[config.mk]
export PLATFORM = sky130hd
export DESIGN_NAME = epp_port
export DESIGN_NICKNAME = d
export VERILOG_FILES = /design/src/inc/epp_pkg.sv /design/src/verilog/epp_port.sv
export SDC_FILE = /design/constraint.sdc
export NUM_CORES = 1
export LEC_CHECK = 0
export ABC_CLOCK_PERIOD_IN_PS = 3500
export BUFFER_PORTS_ARGS = -buffer_cell sky130_fd_sc_hd__buf_4
export CAP_MARGIN = 0
export CORE_AREA = 2 2 128 130
export CTS_CLUSTER_DIAMETER = 100
export CTS_CLUSTER_SIZE = 25
export DETAILED_ROUTE_END_ITERATION = 6
export DIE_AREA = 0 0 130 132
export SYNTH_ARGS = -nofsm -noshare
export SYNTH_HDL_FRONTEND = slang
export SYNTH_SLANG_ARGS = --single-unit
[constraint.sdc]
create_clock -name ref_clk -period 3.5 [get_ports ref_clk]
set_input_delay 0.525 -clock ref_clk [delete_from_list [all_inputs] [get_ports ref_clk]]
set_output_delay 0.525 -clock ref_clk [all_outputs]
set_load 0.005 [all_outputs]
[src/inc/epp_pkg.sv]
// package for the eight-bit port and serial pin port
package epp_pkg;
	// ==========================================
	// register word offsets (byte addresses)
	localparam logic [3:0] OFS_PORT_CTRL = 4'h0;
	localparam logic [3:0] OFS_PORT_DATA = 4'h4;
	localparam logic [3:0] OFS_SER_PIN = 4'h8;
	localparam logic [3:0] OFS_SER_STATUS = 4'hc;
	// ==========================================
	// field positions in the serial pin register
	localparam int BIT_CLK_DRIVE = 3;
	localparam int BIT_CLK_LEVEL = 2;
	localparam int BIT_TX_DRIVE = 1;
	localparam int BIT_BREAK_LEVEL = 0;
	// field positions in the serial interface status word
	localparam int BIT_TX_ENABLE = 0;
	localparam int BIT_CLK_OUT_ENABLE = 1;
	// ==========================================
	// reset values
	localparam logic [15:0] RST_PORT_CTRL = 16'h0000;
	localparam logic [7:0] RST_PORT_DATA = 8'h00;
	localparam logic [1:0] RST_SER_DRIVE = 2'h0;
	localparam logic [1:0] RST_SER_LEVEL = 2'h0;
	// ==========================================
	// bus fsm
	typedef enum logic [0:0] {
		BUS_IDLE = 1'b0,
		BUS_ACK = 1'b1
	} epp_bus_t;
endpackage

[src/verilog/epp_port.sv]
// eight-bit gpio port and serial pin port behind a classic wishbone slave
`timescale 1ns/1ps
module epp_port
	import epp_pkg::*;
(
	// clock and power-on reset
	input wire logic ref_clk,
	input wire logic rst_b,
	// wishbone slave
	input wire logic wb_cyc_i,
	input wire logic wb_stb_i,
	input wire logic wb_we_i,
	input wire logic [3:0] wb_adr_i,
	input wire logic [3:0] wb_sel_i,
	input wire logic [31:0] wb_dat_i,
	output logic [31:0] wb_dat_o,
	output logic wb_ack_o,
	// eight-bit port pins
	input wire logic [7:0] port_pin_i,
	output logic [7:0] port_pin_o,
	output logic [7:0] port_pin_oe,
	output logic [7:0] port_pullup_en,
	// shared serial pins
	input wire logic clk_pin_i,
	output logic clk_pin_o,
	output logic clk_pin_oe,
	output logic tx_pin_o,
	output logic tx_pin_oe,
	input wire logic rx_pin_i,
	// serial interface claims on the shared pins
	input wire logic transmitter_enable,
	input wire logic sci_tx_data,
	input wire logic sci_clk_out_enable,
	input wire logic sci_clk_data
);
	// ==========================================
	// registers
	logic [15:0] port_direction_pullup_control;
	logic [7:0] port_data_latch;
	logic clock_pin_drive_select;
	logic clock_pin_level;
	logic transmit_pin_drive_select;
	logic break_line_level;
	epp_bus_t bus_state;
	// ==========================================
	// pin synchronisers: three stages, change counts when 2nd and 3rd agree
	logic [9:0] sync1, sync2, sync3, pin_seen;
	wire [9:0] next_pin_seen = (sync2 & sync3) | (pin_seen & (sync2 | sync3));
	always_ff @(posedge ref_clk or negedge rst_b) begin
		if (!rst_b) begin
			sync1 <= '0;
			sync2 <= '0;
			sync3 <= '0;
			pin_seen <= '0;
		end else begin
			sync1 <= {clk_pin_i, rx_pin_i, port_pin_i};
			sync2 <= sync1;
			sync3 <= sync2;
			pin_seen <= next_pin_seen;
		end
	end
	wire [7:0] port_level = pin_seen[7:0];
	wire rx_level = pin_seen[8];
	wire clk_level = pin_seen[9];
	// ==========================================
	// bus decode
	wire bus_req = wb_cyc_i && wb_stb_i && (bus_state == BUS_IDLE);
	wire wr = bus_req && wb_we_i;
	wire hit_ctrl = (wb_adr_i == OFS_PORT_CTRL);
	wire hit_data = (wb_adr_i == OFS_PORT_DATA);
	wire hit_ser = (wb_adr_i == OFS_SER_PIN);
	wire hit_stat = (wb_adr_i == OFS_SER_STATUS);
	wire hit_any = hit_ctrl | hit_data | hit_ser | hit_stat;
	wire [31:0] rd_ctrl = {16'h0000, port_direction_pullup_control};
	wire [31:0] rd_data = {24'h000000, port_level};
	// upper nibble reads zero; bit 2 and 0 show pins, not stored values
	wire [7:0] ser_view = {4'h0, clock_pin_drive_select, clk_level,
		transmit_pin_drive_select, rx_level};
	wire [31:0] rd_ser = {24'h000000, ser_view};
	wire [31:0] rd_stat = {30'h00000000, sci_clk_out_enable, transmitter_enable};
	wire [31:0] next_rd = hit_ctrl ? rd_ctrl : hit_data ? rd_data :
		hit_ser ? rd_ser : hit_stat ? rd_stat : 32'h00000000;
	always_ff @(posedge ref_clk or negedge rst_b) begin
		if (!rst_b) begin
			bus_state <= BUS_IDLE;
			wb_ack_o <= 1'b0;
			wb_dat_o <= 32'h00000000;
		end else begin
			unique case (bus_state)
				BUS_IDLE: begin
					if (bus_req) begin
						bus_state <= BUS_ACK;
						wb_ack_o <= 1'b1;
						wb_dat_o <= next_rd;
					end
				end
				BUS_ACK: begin
					bus_state <= BUS_IDLE;
					wb_ack_o <= 1'b0;
				end
			endcase
		end
	end
	// ==========================================
	// control register: power-on clear, kept otherwise
	always_ff @(posedge ref_clk or negedge rst_b) begin
		if (!rst_b) begin
			port_direction_pullup_control <= RST_PORT_CTRL;
		end else if (wr && hit_ctrl) begin
			if (wb_sel_i[0]) port_direction_pullup_control[7:0] <= wb_dat_i[7:0];
			if (wb_sel_i[1]) port_direction_pullup_control[15:8] <= wb_dat_i[15:8];
		end
	end
	// data latch has no reset term: every reset keeps it, so it is x until written
	always_ff @(posedge ref_clk) begin
		if (wr && hit_data && wb_sel_i[0]) begin
			port_data_latch <= wb_dat_i[7:0];
		end
	end
	// serial pin register: drive bits cleared, level bits left alone
	always_ff @(posedge ref_clk or negedge rst_b) begin
		if (!rst_b) begin
			clock_pin_drive_select <= 1'b0;
			transmit_pin_drive_select <= 1'b0;
		end else if (wr && hit_ser && wb_sel_i[0]) begin
			clock_pin_drive_select <= wb_dat_i[BIT_CLK_DRIVE];
			transmit_pin_drive_select <= wb_dat_i[BIT_TX_DRIVE];
		end
	end
	always_ff @(posedge ref_clk) begin
		if (wr && hit_ser && wb_sel_i[0]) begin
			clock_pin_level <= wb_dat_i[BIT_CLK_LEVEL];
			break_line_level <= wb_dat_i[BIT_BREAK_LEVEL];
		end
	end
	// ==========================================
	// per-pin drive and pull-up
	logic [7:0] next_pin_o, next_pin_oe, next_pullup;
	genvar n;
	generate
		for (n = 0; n < 8; n++) begin : g_pin
			assign next_pin_oe[n] = port_direction_pullup_control[2*n];
			assign next_pin_o[n] = port_data_latch[n];
			// pull-up ignores direction, costs power on outputs
			assign next_pullup[n] = ~port_direction_pullup_control[2*n+1];
		end
	endgenerate
	// serial interface wins the shared pins while it is enabled
	wire next_clk_oe = sci_clk_out_enable | clock_pin_drive_select;
	wire next_clk_o = sci_clk_out_enable ? sci_clk_data : clock_pin_level;
	wire next_tx_oe = transmitter_enable | transmit_pin_drive_select;
	wire next_tx_o = transmitter_enable ? sci_tx_data : break_line_level;
	always_ff @(posedge ref_clk or negedge rst_b) begin
		if (!rst_b) begin
			port_pin_o <= RST_PORT_DATA;
			port_pin_oe <= 8'h00;
			port_pullup_en <= 8'hff;
			clk_pin_o <= 1'b0;
			clk_pin_oe <= 1'b0;
			tx_pin_o <= 1'b0;
			tx_pin_oe <= 1'b0;
		end else begin
			port_pin_o <= next_pin_o;
			port_pin_oe <= next_pin_oe;
			port_pullup_en <= next_pullup;
			clk_pin_o <= next_clk_o;
			clk_pin_oe <= next_clk_oe;
			tx_pin_o <= next_tx_o;
			tx_pin_oe <= next_tx_oe;
		end
	end
	// ==========================================
	// checks
	a_ctrl_cleared: assert property (
		@(posedge ref_clk)
		$rose(rst_b)
		|-> port_direction_pullup_control == 16'h0000
	) else $error("control not cleared by reset");
	a_ser_drive_cleared: assert property (
		@(posedge ref_clk)
		$rose(rst_b)
		|-> (!clock_pin_drive_select && !transmit_pin_drive_select)
	) else $error("serial drive bits not cleared by reset");
	a_ctrl_kept: assert property (
		@(posedge ref_clk) disable iff (!rst_b)
		!(wr && hit_ctrl)
		|=> $stable(port_direction_pullup_control)
	) else $error("control changed without a write");
	a_ctrl_write: assert property (
		@(posedge ref_clk) disable iff (!rst_b)
		(wr && hit_ctrl && wb_sel_i[1:0] == 2'b11)
		|=> port_direction_pullup_control == $past(wb_dat_i[15:0])
	) else $error("control write lost");
	// ==========================================
	// pin drive checks
	a_dir_drives_oe: assert property (
		@(posedge ref_clk) disable iff (!rst_b)
		1'b1
		|-> port_pin_oe == $past(next_pin_oe)
	) else $error("direction not on enable");
	a_pullup_low: assert property (
		@(posedge ref_clk) disable iff (!rst_b)
		##1
		(port_pullup_en[0] == ~$past(port_direction_pullup_control[1]))
	) else $error("pull-up polarity wrong");
	a_pullup_all: assert property (
		@(posedge ref_clk) disable iff (!rst_b)
		1'b1
		|-> port_pullup_en == $past(next_pullup)
	) else $error("pull-up not following control");
	a_data_to_pin: assert property (
		@(posedge ref_clk) disable iff (!rst_b)
		(wr && hit_data && wb_sel_i[0])
		|=> ##1 port_pin_o == $past(wb_dat_i[7:0], 2)
	) else $error("latch not on pins");
	a_clk_port_drive: assert property (
		@(posedge ref_clk) disable iff (!rst_b)
		(clock_pin_drive_select && !sci_clk_out_enable)
		|=> (clk_pin_oe && clk_pin_o == $past(clock_pin_level))
	) else $error("clock pin not driven");
	a_clk_undriven: assert property (
		@(posedge ref_clk) disable iff (!rst_b)
		(!clock_pin_drive_select && !sci_clk_out_enable)
		|=> !clk_pin_oe
	) else $error("clock pin driven while off");
	a_tx_break_drive: assert property (
		@(posedge ref_clk) disable iff (!rst_b)
		(transmit_pin_drive_select && !transmitter_enable)
		|=> (tx_pin_oe && tx_pin_o == $past(break_line_level))
	) else $error("break not driven");
	a_tx_undriven: assert property (
		@(posedge ref_clk) disable iff (!rst_b)
		(!transmit_pin_drive_select && !transmitter_enable)
		|=> !tx_pin_oe
	) else $error("transmit pin driven while off");
	a_tx_sci_wins: assert property (
		@(posedge ref_clk) disable iff (!rst_b)
		transmitter_enable
		|=> (tx_pin_oe && tx_pin_o == $past(sci_tx_data))
	) else $error("serial lost tx pin");
	a_clk_sci_wins: assert property (
		@(posedge ref_clk) disable iff (!rst_b)
		sci_clk_out_enable
		|=> (clk_pin_oe && clk_pin_o == $past(sci_clk_data))
	) else $error("serial lost clock pin");
	// ==========================================
	// bus read checks
	a_ack_after_req: assert property (
		@(posedge ref_clk) disable iff (!rst_b)
		bus_req
		|=> wb_ack_o
	) else $error("request not acknowledged");
	a_ack_one_cycle: assert property (
		@(posedge ref_clk) disable iff (!rst_b)
		wb_ack_o
		|=> !wb_ack_o
	) else $error("ack held too long");
	a_ctrl_read: assert property (
		@(posedge ref_clk) disable iff (!rst_b)
		(bus_req && !wb_we_i && hit_ctrl)
		|=> wb_dat_o == {16'h0000, $past(port_direction_pullup_control)}
	) else $error("control read wrong");
	a_reserved_zero: assert property (
		@(posedge ref_clk) disable iff (!rst_b)
		(wb_ack_o && $past(hit_ser))
		|-> wb_dat_o[7:4] == 4'h0
	) else $error("reserved bits nonzero");
	a_rx_read: assert property (
		@(posedge ref_clk) disable iff (!rst_b)
		(bus_req && !wb_we_i && hit_ser)
		|=> wb_dat_o[0] == $past(rx_level)
	) else $error("rx level not read");
	a_clk_read: assert property (
		@(posedge ref_clk) disable iff (!rst_b)
		(bus_req && !wb_we_i && hit_ser)
		|=> wb_dat_o[2] == $past(clk_level)
	) else $error("clock level not read");
	a_pin_read: assert property (
		@(posedge ref_clk) disable iff (!rst_b)
		(bus_req && !wb_we_i && hit_data)
		|=> wb_dat_o[7:0] == $past(port_level)
	) else $error("pin read wrong");
	a_stat_read: assert property (
		@(posedge ref_clk) disable iff (!rst_b)
		(bus_req && !wb_we_i && hit_stat)
		|=> wb_dat_o[1:0] == $past({sci_clk_out_enable, transmitter_enable})
	) else $error("status read wrong");
	a_unmapped_zero: assert property (
		@(posedge ref_clk) disable iff (!rst_b)
		(bus_req && !wb_we_i && !hit_any)
		|=> wb_dat_o == 32'h00000000
	) else $error("unmapped read not zero");
endmodule

* Word-level counts from Yosys, hierarchy flattened
Index checks and enable logic that the tools add are counted.
** Operators by class
- Equality and inequality tests :: 4
- Multiplexer cells :: 10
- Bitwise gates (word level) :: 15
- Reductions and logical operators :: 12
** Operators by type and width (count)
- bitwise AND 10 bit :: 2
- OR 10 bit :: 2
- two-way mux 16 bit :: 1
- NOT 1 bit :: 9
- == test 4 bit (second input constant) :: 2
- logical AND 1 bit :: 8
- two-way mux 8 bit :: 1
- AND reduction 2 bit :: 3
- == test 4 x 3 -> 1 bit (second input constant) :: 1
- logical NOT 4 bit :: 1
- two-way mux 1 bit :: 4
- two-way mux 4 bit :: 1
- case mux 1 bit (2 select lines) :: 2
- two-way mux 2 bit :: 1
- inequality test 2 bit (second input constant) :: 1
- OR 1 bit :: 2
** Storage, ports and cells
- Flip-flop bits (word level) :: 130
- Bits of input ports :: 59
- Output and inout bits :: 61
- Logic and storage cells :: 62

* Logic depth before layout (Yosys ltp)
Gate-level depths: netlist of the first run.
- Depth after elaboration :: 5
- Gate-level depth with buffers :: 5
- Gate-level depth less buffers :: 3

* Worst setup path before layout of the first run
No wires, ideal clock.
- Path kind :: input -> register
- From :: in wb_adr_i[2]
- To :: reg port_data_latch[0] (netlist: next_pin_o[0]) (enable)
- Setup time :: 0.398 ns
- Arrival :: 2.026 ns
- Slack :: 1.076 ns
- Stages :: 3
- Cells stage by stage :: clkbuf_1 > inv_1 > nor4b_1
** On the way
- Word-level cells in the longest chain between the ends :: 3
** Ends and longest elaborated chain
- start: declaration :: RTL line epp_port.sv:13 : input wire logic [3:0] wb_adr_i,
- == test 4 x 3 -> 1 bit :: RTL line epp_port.sv:70 : wire hit_data = (wb_adr_i == OFS_PORT_DATA);
- logical AND 1 bit (2 in series) :: RTL line epp_port.sv:116 : if (wr && hit_data && wb_sel_i[0]) begin
- end signal: assignment :: RTL line epp_port.sv:117 : port_data_latch <= wb_dat_i[7:0];
- end: declaration :: RTL line epp_port.sv:39 : logic [7:0] port_data_latch;
Every way passes these cells.
A chain may end at the register's enable or synchronous reset.

* Worst setup path after layout of the first run
- From :: reg bus_state
- To :: reg port_direction_pullup_control[9]
** On the way
- Word-level cells in the longest chain between the ends :: 5
** Ends and longest elaborated chain
- start: declaration :: RTL line epp_port.sv:44 : epp_bus_t bus_state;
- start signal: assignment :: RTL line epp_port.sv:85 : bus_state <= BUS_IDLE;
- start signal: assignment :: RTL line epp_port.sv:92 : bus_state <= BUS_ACK;
- start signal: assignment :: RTL line epp_port.sv:98 : bus_state <= BUS_IDLE;
- NOT 1 bit (no source line)
- logical AND 1 bit :: RTL line epp_port.sv:67 : wire bus_req = wb_cyc_i && wb_stb_i && (bus_state == BUS_IDLE);
- logical AND 1 bit :: RTL line epp_port.sv:68 : wire wr = bus_req && wb_we_i;
- logical AND 1 bit :: RTL line epp_port.sv:109 : end else if (wr && hit_ctrl) begin
- AND reduction 2 bit (no source line)
- end signal: assignment :: RTL line epp_port.sv:111 : if (wb_sel_i[1]) port_direction_pullup_control[15:8] <= wb_dat_i[15:8];
- end: declaration :: RTL line epp_port.sv:38 : logic [15:0] port_direction_pullup_control;
Every way passes these cells.

==> results.toml, run 1 <==
[status]
outcome = "finished, final reports clean"

[cells_and_area]
nNetsFinal = 389
seq_area_sq_um = 2913
antennaDiodeCount = 0
drive_gt1_share_pct = 44.02
area_growth_pct = 38.65
n_fill_cell = 1543
fin_area_sq_um = 5359
post-route-util_pct = 34.11
multi_input_area_sq_um = 819.5

[logic_synthesis]
synth_cell_types = 30
synth_area_sq_um = 3865
ys_seq_area_share_pct = 75.36
yosys_most_used_dff = "dfrtp_1"
synth-xor-area-share_pct = 0
synth_top_family_by_area = "multiplexers"
synth.most_common_cell = "dfrtp_1"
synth_top_area_share_pct = 62.16
yosys.area_share.simple_pct = 3.885
postSynthAreaPerCell_sq_um = 16.88
synth_common_cells = "dfrtp_1 (96), buf_4 (16), mux2_2 (12)"
synth-compound-area-share_pct = 4.014
synth_edf_count = 10
muxShareOfSynthArea_pct = 9.000
ys_seq_elements = 114
ys.warnings.count = 0
async_flop_share_pct = 91.23
synthCells = 229
yosysTopAreaCell = "dfrtp_1"
synth_area_leaders = "dfrtp_1 (62%), edfxtp_1 (7.8%), dfstp_2 (5.4%), mux2_2 (3.5%), buf_4 (3.1%)"
synth_fa_ha_area_share_pct = 2.590

[floorplan]
pin_count = 120
die_area_sq_um = 17160
initial_utilization_pct = 24.60
die_w_um = 130
rows = 46
core-area_sq_um = 15710
fp.dieH_um = 132

[critical_path]
worstPathArrival_ps = 2540
critPathKind = "flip-flop to flip-flop"
slowest_stage = "nand3b_1"
crit_chain = "nand3b_1 > buf_4 > nor3_4 > mux2_2"
slowest_delay_ps = 510
crit_required_ps = 3790
r2r_cells = 4
endpoint_kind = "flip-flop"
crit_fanout = 13
crit_path_start_kind = "flip-flop"

[clock_network]
cts_setup_buffers = 0
cts_buffer_depth = 2
ctsHoldBuffers = 0
post_cts_resized = 0
path_clk_slew_ps = 50
worstSkewPairLatency_ps = 400
cts_sinks = 114
cts_root_buf = "clkbuf_16"
cts_tree = "yes"
ctsHtreeMaxLevel = 4
numCtsBuffers = 17

[routing]
drt_iter0_drc = 64
wl_per_cell_um = 14.13
drc = 0
dr.pass1.iters = 4
wl_um = 7901
via_count = 2077
antenna_left = 0
routed_via_density = 3.716

[timing]
final_max_slew_viol_count = 0
hold_viol_final = 0
min_period_over_period_pct = 64.46
period_minus_slack_ps = 2256
slew_headroom_pct = 50.63
rsz0062_at_grt = "no"
tns_ps = 0
setup_ws_ps = 1244
worst_pin_slew_ps = 740.6
finClkSkew_ps = 3.993
setup_viol = 0
clock.fmax_mhz = 443.2

[place]
dp_hpwl_um = 5565
dpl_cell_area_sq_um = 4717
dp_slack_ps = 1003
port_buffers = 85
gp_congestion = 0.7381

[grt]
grt_max_degree = 59
grt_remaining_overflow = 0
grt_pass1_vias = 2240
grt_antenna_before_repair = 0
grt_pass1_wl_um = 12590
grtUsageTotal_pct = 10.12

[power]
p_leak_nw = 2.523
pwr_density_cell_nw_per_um2 = 645.8
ir_drop_mv = 0.3066

[hold_path]
hp-class = "input port to asynchronous set/reset pin"

[job]
cap_violations = 0
## final cells by class
type | instances | share of cell area (%)
clock buffer | 23 | 9.129
clock inverter | 9 | 2.848
inverter | 11 | 0.7705
multi-input combinational | 98 | 15.29
sequential | 114 | 54.35
tap | 216 | 5.043
timing repair buffer | 88 | 12.56
## kinds of logic (layout without fill, tap and decap cells)
logic type | after synthesis | after routing
mux | 26 | 26
fa+ha+maj | 10 | 10
flops | 114 | 114
buf+inv | 32 | 131
simple gates | 25 | 25
compound gates | 21 | 21
other cells | 1 | 16
## layer usage
metal | GRT usage [%] | wire (um)
met3 | 4.140 | 438
met1 | 12.52 | 3441
met2 | 14.78 | 3758
met4 | 5.914 | 262
met5 | 0 | 0
## sequential cells by signal, summed over array words and instances, names as in the netlist, 8 cells and up
name and flops:
sync1 10, port_pin_o 8, next_pin_o 8, port_pin_oe 8, pin_seen 10, sync3 10, sync2 10, wb_dat_o 16
port_pullup_en 8, port_direction_pullup_control 16
## report_power, final
part           switching (mW)  internal (mW)
clock                   0.571           1.27
combinational          0.0778         0.0981
sequential             0.0360           1.41
## per-stage QoR
| step | hold WS [ps] | instances | power, mW |
|---|---|---|---|
| 2_1_floorplan | 229.4 | 244 | 1.537 |
| 3_3_place_gp | 333.3 | 527 | 1.642 |
| 3_5_place_dp | 334.4 | 527 | 1.650 |
| 4_1_cts | 195.2 | 559 | 3.531 |
| 5_1_grt | 194.3 | 559 | 3.616 |
| 6_report | 186.2 | 559 | 3.461 |
## worst paths after layout
kind                                              start                                      endpoint  slack [ps]
worst max-delay path                bus_state$_DFF_PN0_  port_direction_pullup_control[9]$_DFFE_PN0P_        1240
worst min-delay path                              rst_b  port_direction_pullup_control[9]$_DFFE_PN0P_         190
worst max register to register      bus_state$_DFF_PN0_  port_direction_pullup_control[9]$_DFFE_PN0P_        1240
worst min register to register  next_pin_o[1]$_DFFE_PP_                       port_pin_o[1]$_DFF_PN0_         350
max in group asynchronous                         rst_b                   port_pullup_en[1]$_DFF_PN1_        2540
min in group ref_clk                      port_pin_i[0]                            sync1[0]$_DFF_PN0_         220
## cells in the final DEF, fill, tap and decap left out, drive strengths merged
master and count:
dfrtp 96, buf 88, clkbuf 23, mux2 20, conb 16, inv 11, maj3 10, a22o 10
edfxtp 10, nand2 9, dfstp 8, o21ai 6, clkinv 5, mux2i 4, bufinv 4, nor3 4
nor2 3, or2 2, a21boi 2, o41ai 2, mux4 2, nand3b 1, nor4b 1, nor2b 1
nand4bb 1, or4 1, or3 1, or4b 1, a21oi 1
## critical path, delay by kind of cell (launching register included)
family / cells / cell delay, ps
DFF: 1 / 400
muxes: 1 / 390
buffers and inverters: 1 / 380
and+or+nand+nor: 2 / 960
Note: power is estimated with default switching activity, not from simulation.
==> run 2: changes to the inputs <==
- ABC_CLOCK_PERIOD_IN_PS: 3500 -> 2260
- clock period: 3.5 -> 2.26 ns (I/O delays scaled with it)
==> results.toml, run 2 (synthesized netlist as in run 1, its figures left out) <==
[cells_and_area]
reg.largest.list = "port_direction_pullup_control: 16 flops, wb_dat_o: 16 flops"
final_cell_mix = "dfrtp_1 (96), buf_4 (92), clkbuf_16 (18)"
nNetsFinal = 395
n_fill_cell = 1536
antennaDiodeCount = 0
mostFrequentLayoutCell = "dfrtp_1"
area_growth_pct = 39.66
drive_gt1_share_pct = 44.99
fin_area_sq_um = 5398
multi_input_area_sq_um = 819.5
seq_area_sq_um = 2913

[routing]
via_count = 2146
wl_per_cell_um = 14.27
routed_via_density = 3.798
dr.pass1.iters = 4
wl_um = 8061
antenna_left = 0
drt_iter0_drc = 63
drc = 0

[critical_path]
worstPathArrival_ps = 2240
critPathKind = "flip-flop to flip-flop"
crit_path_start_kind = "flip-flop"
endpoint_kind = "flip-flop"
slowest_stage = "or3_1"
r2r-end = "port_direction_pullup_control[7]$_DFFE_PN0P_"
slowest_delay_ps = 700
r2r_start = "bus_state$_DFF_PN0_"
crit_required_ps = 2550
r2r_cells = 3
crit_fanout = 8
reg2reg_slack_ps = 300
crit_chain = "nand3b_1 > or3_1 > mux2_4"

[clock_network]
worstSkewPairLatency_ps = 400
cts_sinks = 114
ctsHtreeMaxLevel = 4
cts_root_buf = "clkbuf_16"
numCtsBuffers = 17
path_clk_slew_ps = 50
cts_tree = "yes"
cts_setup_buffers = 0
cts_buffer_depth = 2

[timing]
rsz0062_at_grt = "no"
slew_headroom_pct = 56.35
hold_viol_final = 0
finClkSkew_ps = 5.063
worst_pin_slew_ps = 654.8
final_max_slew_viol_count = 0
period_minus_slack_ps = 1958
hold_slack_ps = 36.21
tns_ps = 0
setup_viol = 0
min_period_over_period_pct = 86.65
clock.fmax_mhz = 510.7

[job]
cap_violations = 0

[grt]
grt_remaining_overflow = 0
grt_pass1_wl_um = 12700
grtUsageTotal_pct = 10.24
grt_max_degree = 52
grt_antenna_before_repair = 0
grt_pass1_vias = 2205

[power]
comb_power_share_pct = 5.3
power_frac_seq_pct = 42.0
p_clk_share_pct = 52.7
ir_drop_mv = 0.4638
power.switching_mw = 1.072
pwr_density_cell_nw_per_um2 = 986.4
p_leak_nw = 2.551
switching_share_pct = 20.13
p_int_mw = 4.253

[place]
gp_congestion = 0.7879
port_buffers = 85
dp_hpwl_um = 5724
dpl_cell_area_sq_um = 4755

[status]
outcome = "finished, final reports clean"

[floorplan]
fp.dieH_um = 132
rows = 46
core-area_sq_um = 15710
initial_utilization_pct = 24.60
die_w_um = 130
pin_count = 120
die_area_sq_um = 17160

[hold_path]
hold_end = "sync1[9]$_DFF_PN0_"
holdCritStartpoint = "clk_pin_i"
hp-class = "input port to flip-flop"
hold_path_depth = 1
## run 2: what timing repair did
action / in CTS / in global routing
endpoints found under the hold margin: 46 / 0
endpoints found under the setup margin: 0 / 0
resized for setup: 0 / 0
hold buffers: 1 / 0
## run 2: routing by layer
layer	part of all wire, %	global-route usage [%]	vias to the layer above
met4	2.5	5.197	0
met2	48	14.98	71
li1	-	-	980
met1	44	12.77	1078
met3	5.9	4.545	17
met5	0	0	-
## run 2: final cells by class
type                       count  area share (%)
clock buffer                  24           9.504
clock inverter                 8           2.225
inverter                      11          0.7650
multi-input combinational     98           15.18
sequential                   114           53.96
tap                          216           5.007
timing repair buffer          94           13.35
## run 2: critical path, delay by kind of cell (launching register included)
family / cells / cell delay, ps
flops: 1 / 410
mux: 1 / 400
simple gates: 2 / 1030
## run 2: power groups by stage
stage	sequential [mW]	combinational, mW	clock [mW]
floorplan	2.26	0.120	0
global placement	2.27	0.279	0
detailed placement	2.27	0.288	0
CTS	2.24	0.290	2.89
global route	2.25	0.312	3.00
finish	2.24	0.281	2.80
## run 2: through the flow
step	setup slack [ps]	total power, mW	util, %	std cells
2_1_floorplan	13.21	2.380	-	244
3_3_place_gp	139.1	2.550	30.26	532
3_5_place_dp	123.4	2.563	30.26	532
4_1_cts	274.8	5.418	34.35	565
5_1_grt	157.5	5.565	34.35	565
6_report	301.8	5.325	34.35	565
## run 2: how the worst max path moves through the flow
| stage | slack, ps | endpoint | cells after the start | start |
|---|---|---|---|---|
| after floorplan | 10 | next_pin_o[0]$_DFFE_PP_ | 3 | bus_state$_DFF_PN0_ |
| after detailed placement | 120 | port_direction_pullup_control[7]$_DFFE_PN0P_ | 4 | wb_adr_i[3] |
| after global routing | 160 | next_pin_o[5]$_DFFE_PP_ | 4 | bus_state$_DFF_PN0_ |
| after CTS | 270 | port_direction_pullup_control[7]$_DFFE_PN0P_ | 3 | bus_state$_DFF_PN0_ |
| after global placement | 140 | port_direction_pullup_control[7]$_DFFE_PN0P_ | 4 | wb_adr_i[3] |
| final | 300 | port_direction_pullup_control[7]$_DFFE_PN0P_ | 3 | bus_state$_DFF_PN0_ |
==> run 3: changes to the inputs <==
- BUFFER_PORTS_ARGS: -buffer_cell sky130_fd_sc_hd__buf_4 -> -buffer_cell sky130_fd_sc_hd__buf_2
- HOLD_SLACK_MARGIN: not set -> 0.02
==> results.toml, run 3 (synthesized netlist as in run 1, its figures left out) <==
[critical_path]
crit_fanout = 11
critPathKind = "flip-flop to flip-flop"
slowest_stage = "nor3_4"
endpoint_kind = "flip-flop"
crit_chain = "nand3b_1 > buf_4 > nor3_4 > mux2_2"
slowest_delay_ps = 460
critPathTopFamily = "simple AND/OR/NAND/NOR gates"
worstPathArrival_ps = 2090
critPathBufInv = 1
crit_required_ps = 2540
crit_path_start_kind = "flip-flop"

[timing]
rsz0062_at_grt = "no"
period_minus_slack_ps = 1810
final_max_slew_viol_count = 0
setup_viol = 0
slew_headroom_pct = 61.02
finClkSkew_ps = 5.559
hold_viol_final = 0
setup_ws_ps = 450.1
min_period_over_period_pct = 80.08
clock.fmax_mhz = 552.5
tns_ps = 0
worst_pin_slew_ps = 584.7

[cells_and_area]
area_growth_pct = 36.78
mostFrequentLayoutCell = "dfrtp_1"
seq_area_sq_um = 2913
reg.largest.list = "port_direction_pullup_control: 16 flops, wb_dat_o: 16 flops"
drive_gt1_share_pct = 43.58
final_cell_mix = "dfrtp_1 (96), buf_2 (84), clkbuf_16 (19)"
post-route-util_pct = 33.64
multi_input_area_sq_um = 819.5
nNetsFinal = 404
n_fill_cell = 1549
fin_area_sq_um = 5286

[clock_network]
numCtsBuffers = 17
worstSkewPairLatency_ps = 400
ctsHtreeMaxLevel = 4
ctsHoldBuffers = 10
post_cts_resized = 0
cts_root_buf = "clkbuf_16"
cts_buffer_depth = 2
cts_setup_buffers = 0
cts_tree = "yes"
path_clk_slew_ps = 50
cts_sinks = 114

[power]
power_frac_seq_pct = 42.1
switching_share_pct = 20.25
ir_drop_mv = 0.5047
comb_power_share_pct = 4.9
power.switching_mw = 1.075
p_int_mw = 4.233
p_clk_share_pct = 53.0
p_leak_nw = 2.529
pwr_density_cell_nw_per_um2 = 1004

[status]
outcome = "finished, final reports clean"

[routing]
via_count = 2151
wl_per_cell_um = 14.15
dr.pass1.iters = 4
drc = 0
drt_iter0_drc = 66
routed_via_density = 3.728
wl_um = 8167
antenna_left = 0

[place]
port_buffers = 85
gp_congestion = 0.7961
dp_slack_ps = 117.7
dp_hpwl_um = 5682
dpl_cell_area_sq_um = 4544

[floorplan]
initial_utilization_pct = 24.60
die_area_sq_um = 17160
fp.dieH_um = 132
rows = 46
die_w_um = 130
pin_count = 120
core-area_sq_um = 15710

[job]
cap_violations = 0

[grt]
grt_antenna_before_repair = 3
grtUsageTotal_pct = 10.48
grt_max_degree = 42
grt_pass1_wl_um = 12990
grt_remaining_overflow = 0
grt_pass1_vias = 2275

[hold_path]
hp-class = "input port to flip-flop"
==> run 3: changes by cell type in the layout (fill, tap and decap cells not counted) <==
cell and delta:
clkbuf_1 +1, clkbuf_8 -2, clkbuf_16 +1, dlygate4sd3_1 +9
diode_2 +3, buf_4 -84, buf_2 +84
==> run 3: metal layers <==
| metal | track usage, % | vias up | share of wire, % |
|---|---|---|---|
| met2 | 15.24 | 68 | 48 |
| met3 | 4.992 | 14 | 6.6 |
| met4 | 5.436 | 0 | 1.9 |
| li1 | - | 1000 | - |
| met1 | 12.89 | 1069 | 44 |
| met5 | 0 | - | 0 |
==> run 3: through the flow <==
step                cells  power [mW]  hold slack [ps]
floorplan             244       2.380            43.41
global placement      532       2.510            332.8
detailed placement    532       2.523            336.8
CTS                   574       5.402            27.55
global route          575       5.529            30.01
finish                577       5.307            47.66
==> run 3: path summary, 6_finish.rpt <==
| check | from | endpoint | slack, ps | cells after the start |
|---|---|---|---|---|
| worst max register to register | bus_state$_DFF_PN0_ | port_direction_pullup_control[15]$_DFFE_PN0P_ | 450 | 4 |
| max in group asynchronous | rst_b | port_pullup_en[2]$_DFF_PN1_ | 1020 | 3 |
| worst min-delay path | port_pin_i[1] | sync1[1]$_DFF_PN0_ | 50 | 1 |
| worst min register to register | next_pin_o[6]$_DFFE_PP_ | port_pin_o[6]$_DFF_PN0_ | 350 | 0 |
| min in group asynchronous | rst_b | port_pin_oe[7]$_DFF_PN0_ | 470 | 2 |
| worst max-delay path | bus_state$_DFF_PN0_ | port_direction_pullup_control[15]$_DFFE_PN0P_ | 450 | 4 |
==> run 3: area by class of cell <==
type                       instances  area share (%)
multi-input combinational         98           15.50
sequential                       114           55.10
inverter                          11          0.7811
timing repair buffer             103           11.36
clock buffer                      24           9.728
tap                              216           5.112
antenna                            3          0.1420
clock inverter                     8           2.272
==> run 3: power by group through the flow <==
| stage | clock network (mW) | logic (mW) | registers, mW |
|---|---|---|---|
| final | 2.81 | 0.258 | 2.24 |
| after global routing | 2.99 | 0.291 | 2.25 |
| after CTS | 2.90 | 0.266 | 2.24 |
| after detailed placement | 0 | 0.253 | 2.27 |
| after global placement | 0 | 0.242 | 2.27 |
| after floorplan | 0 | 0.120 | 2.26 |
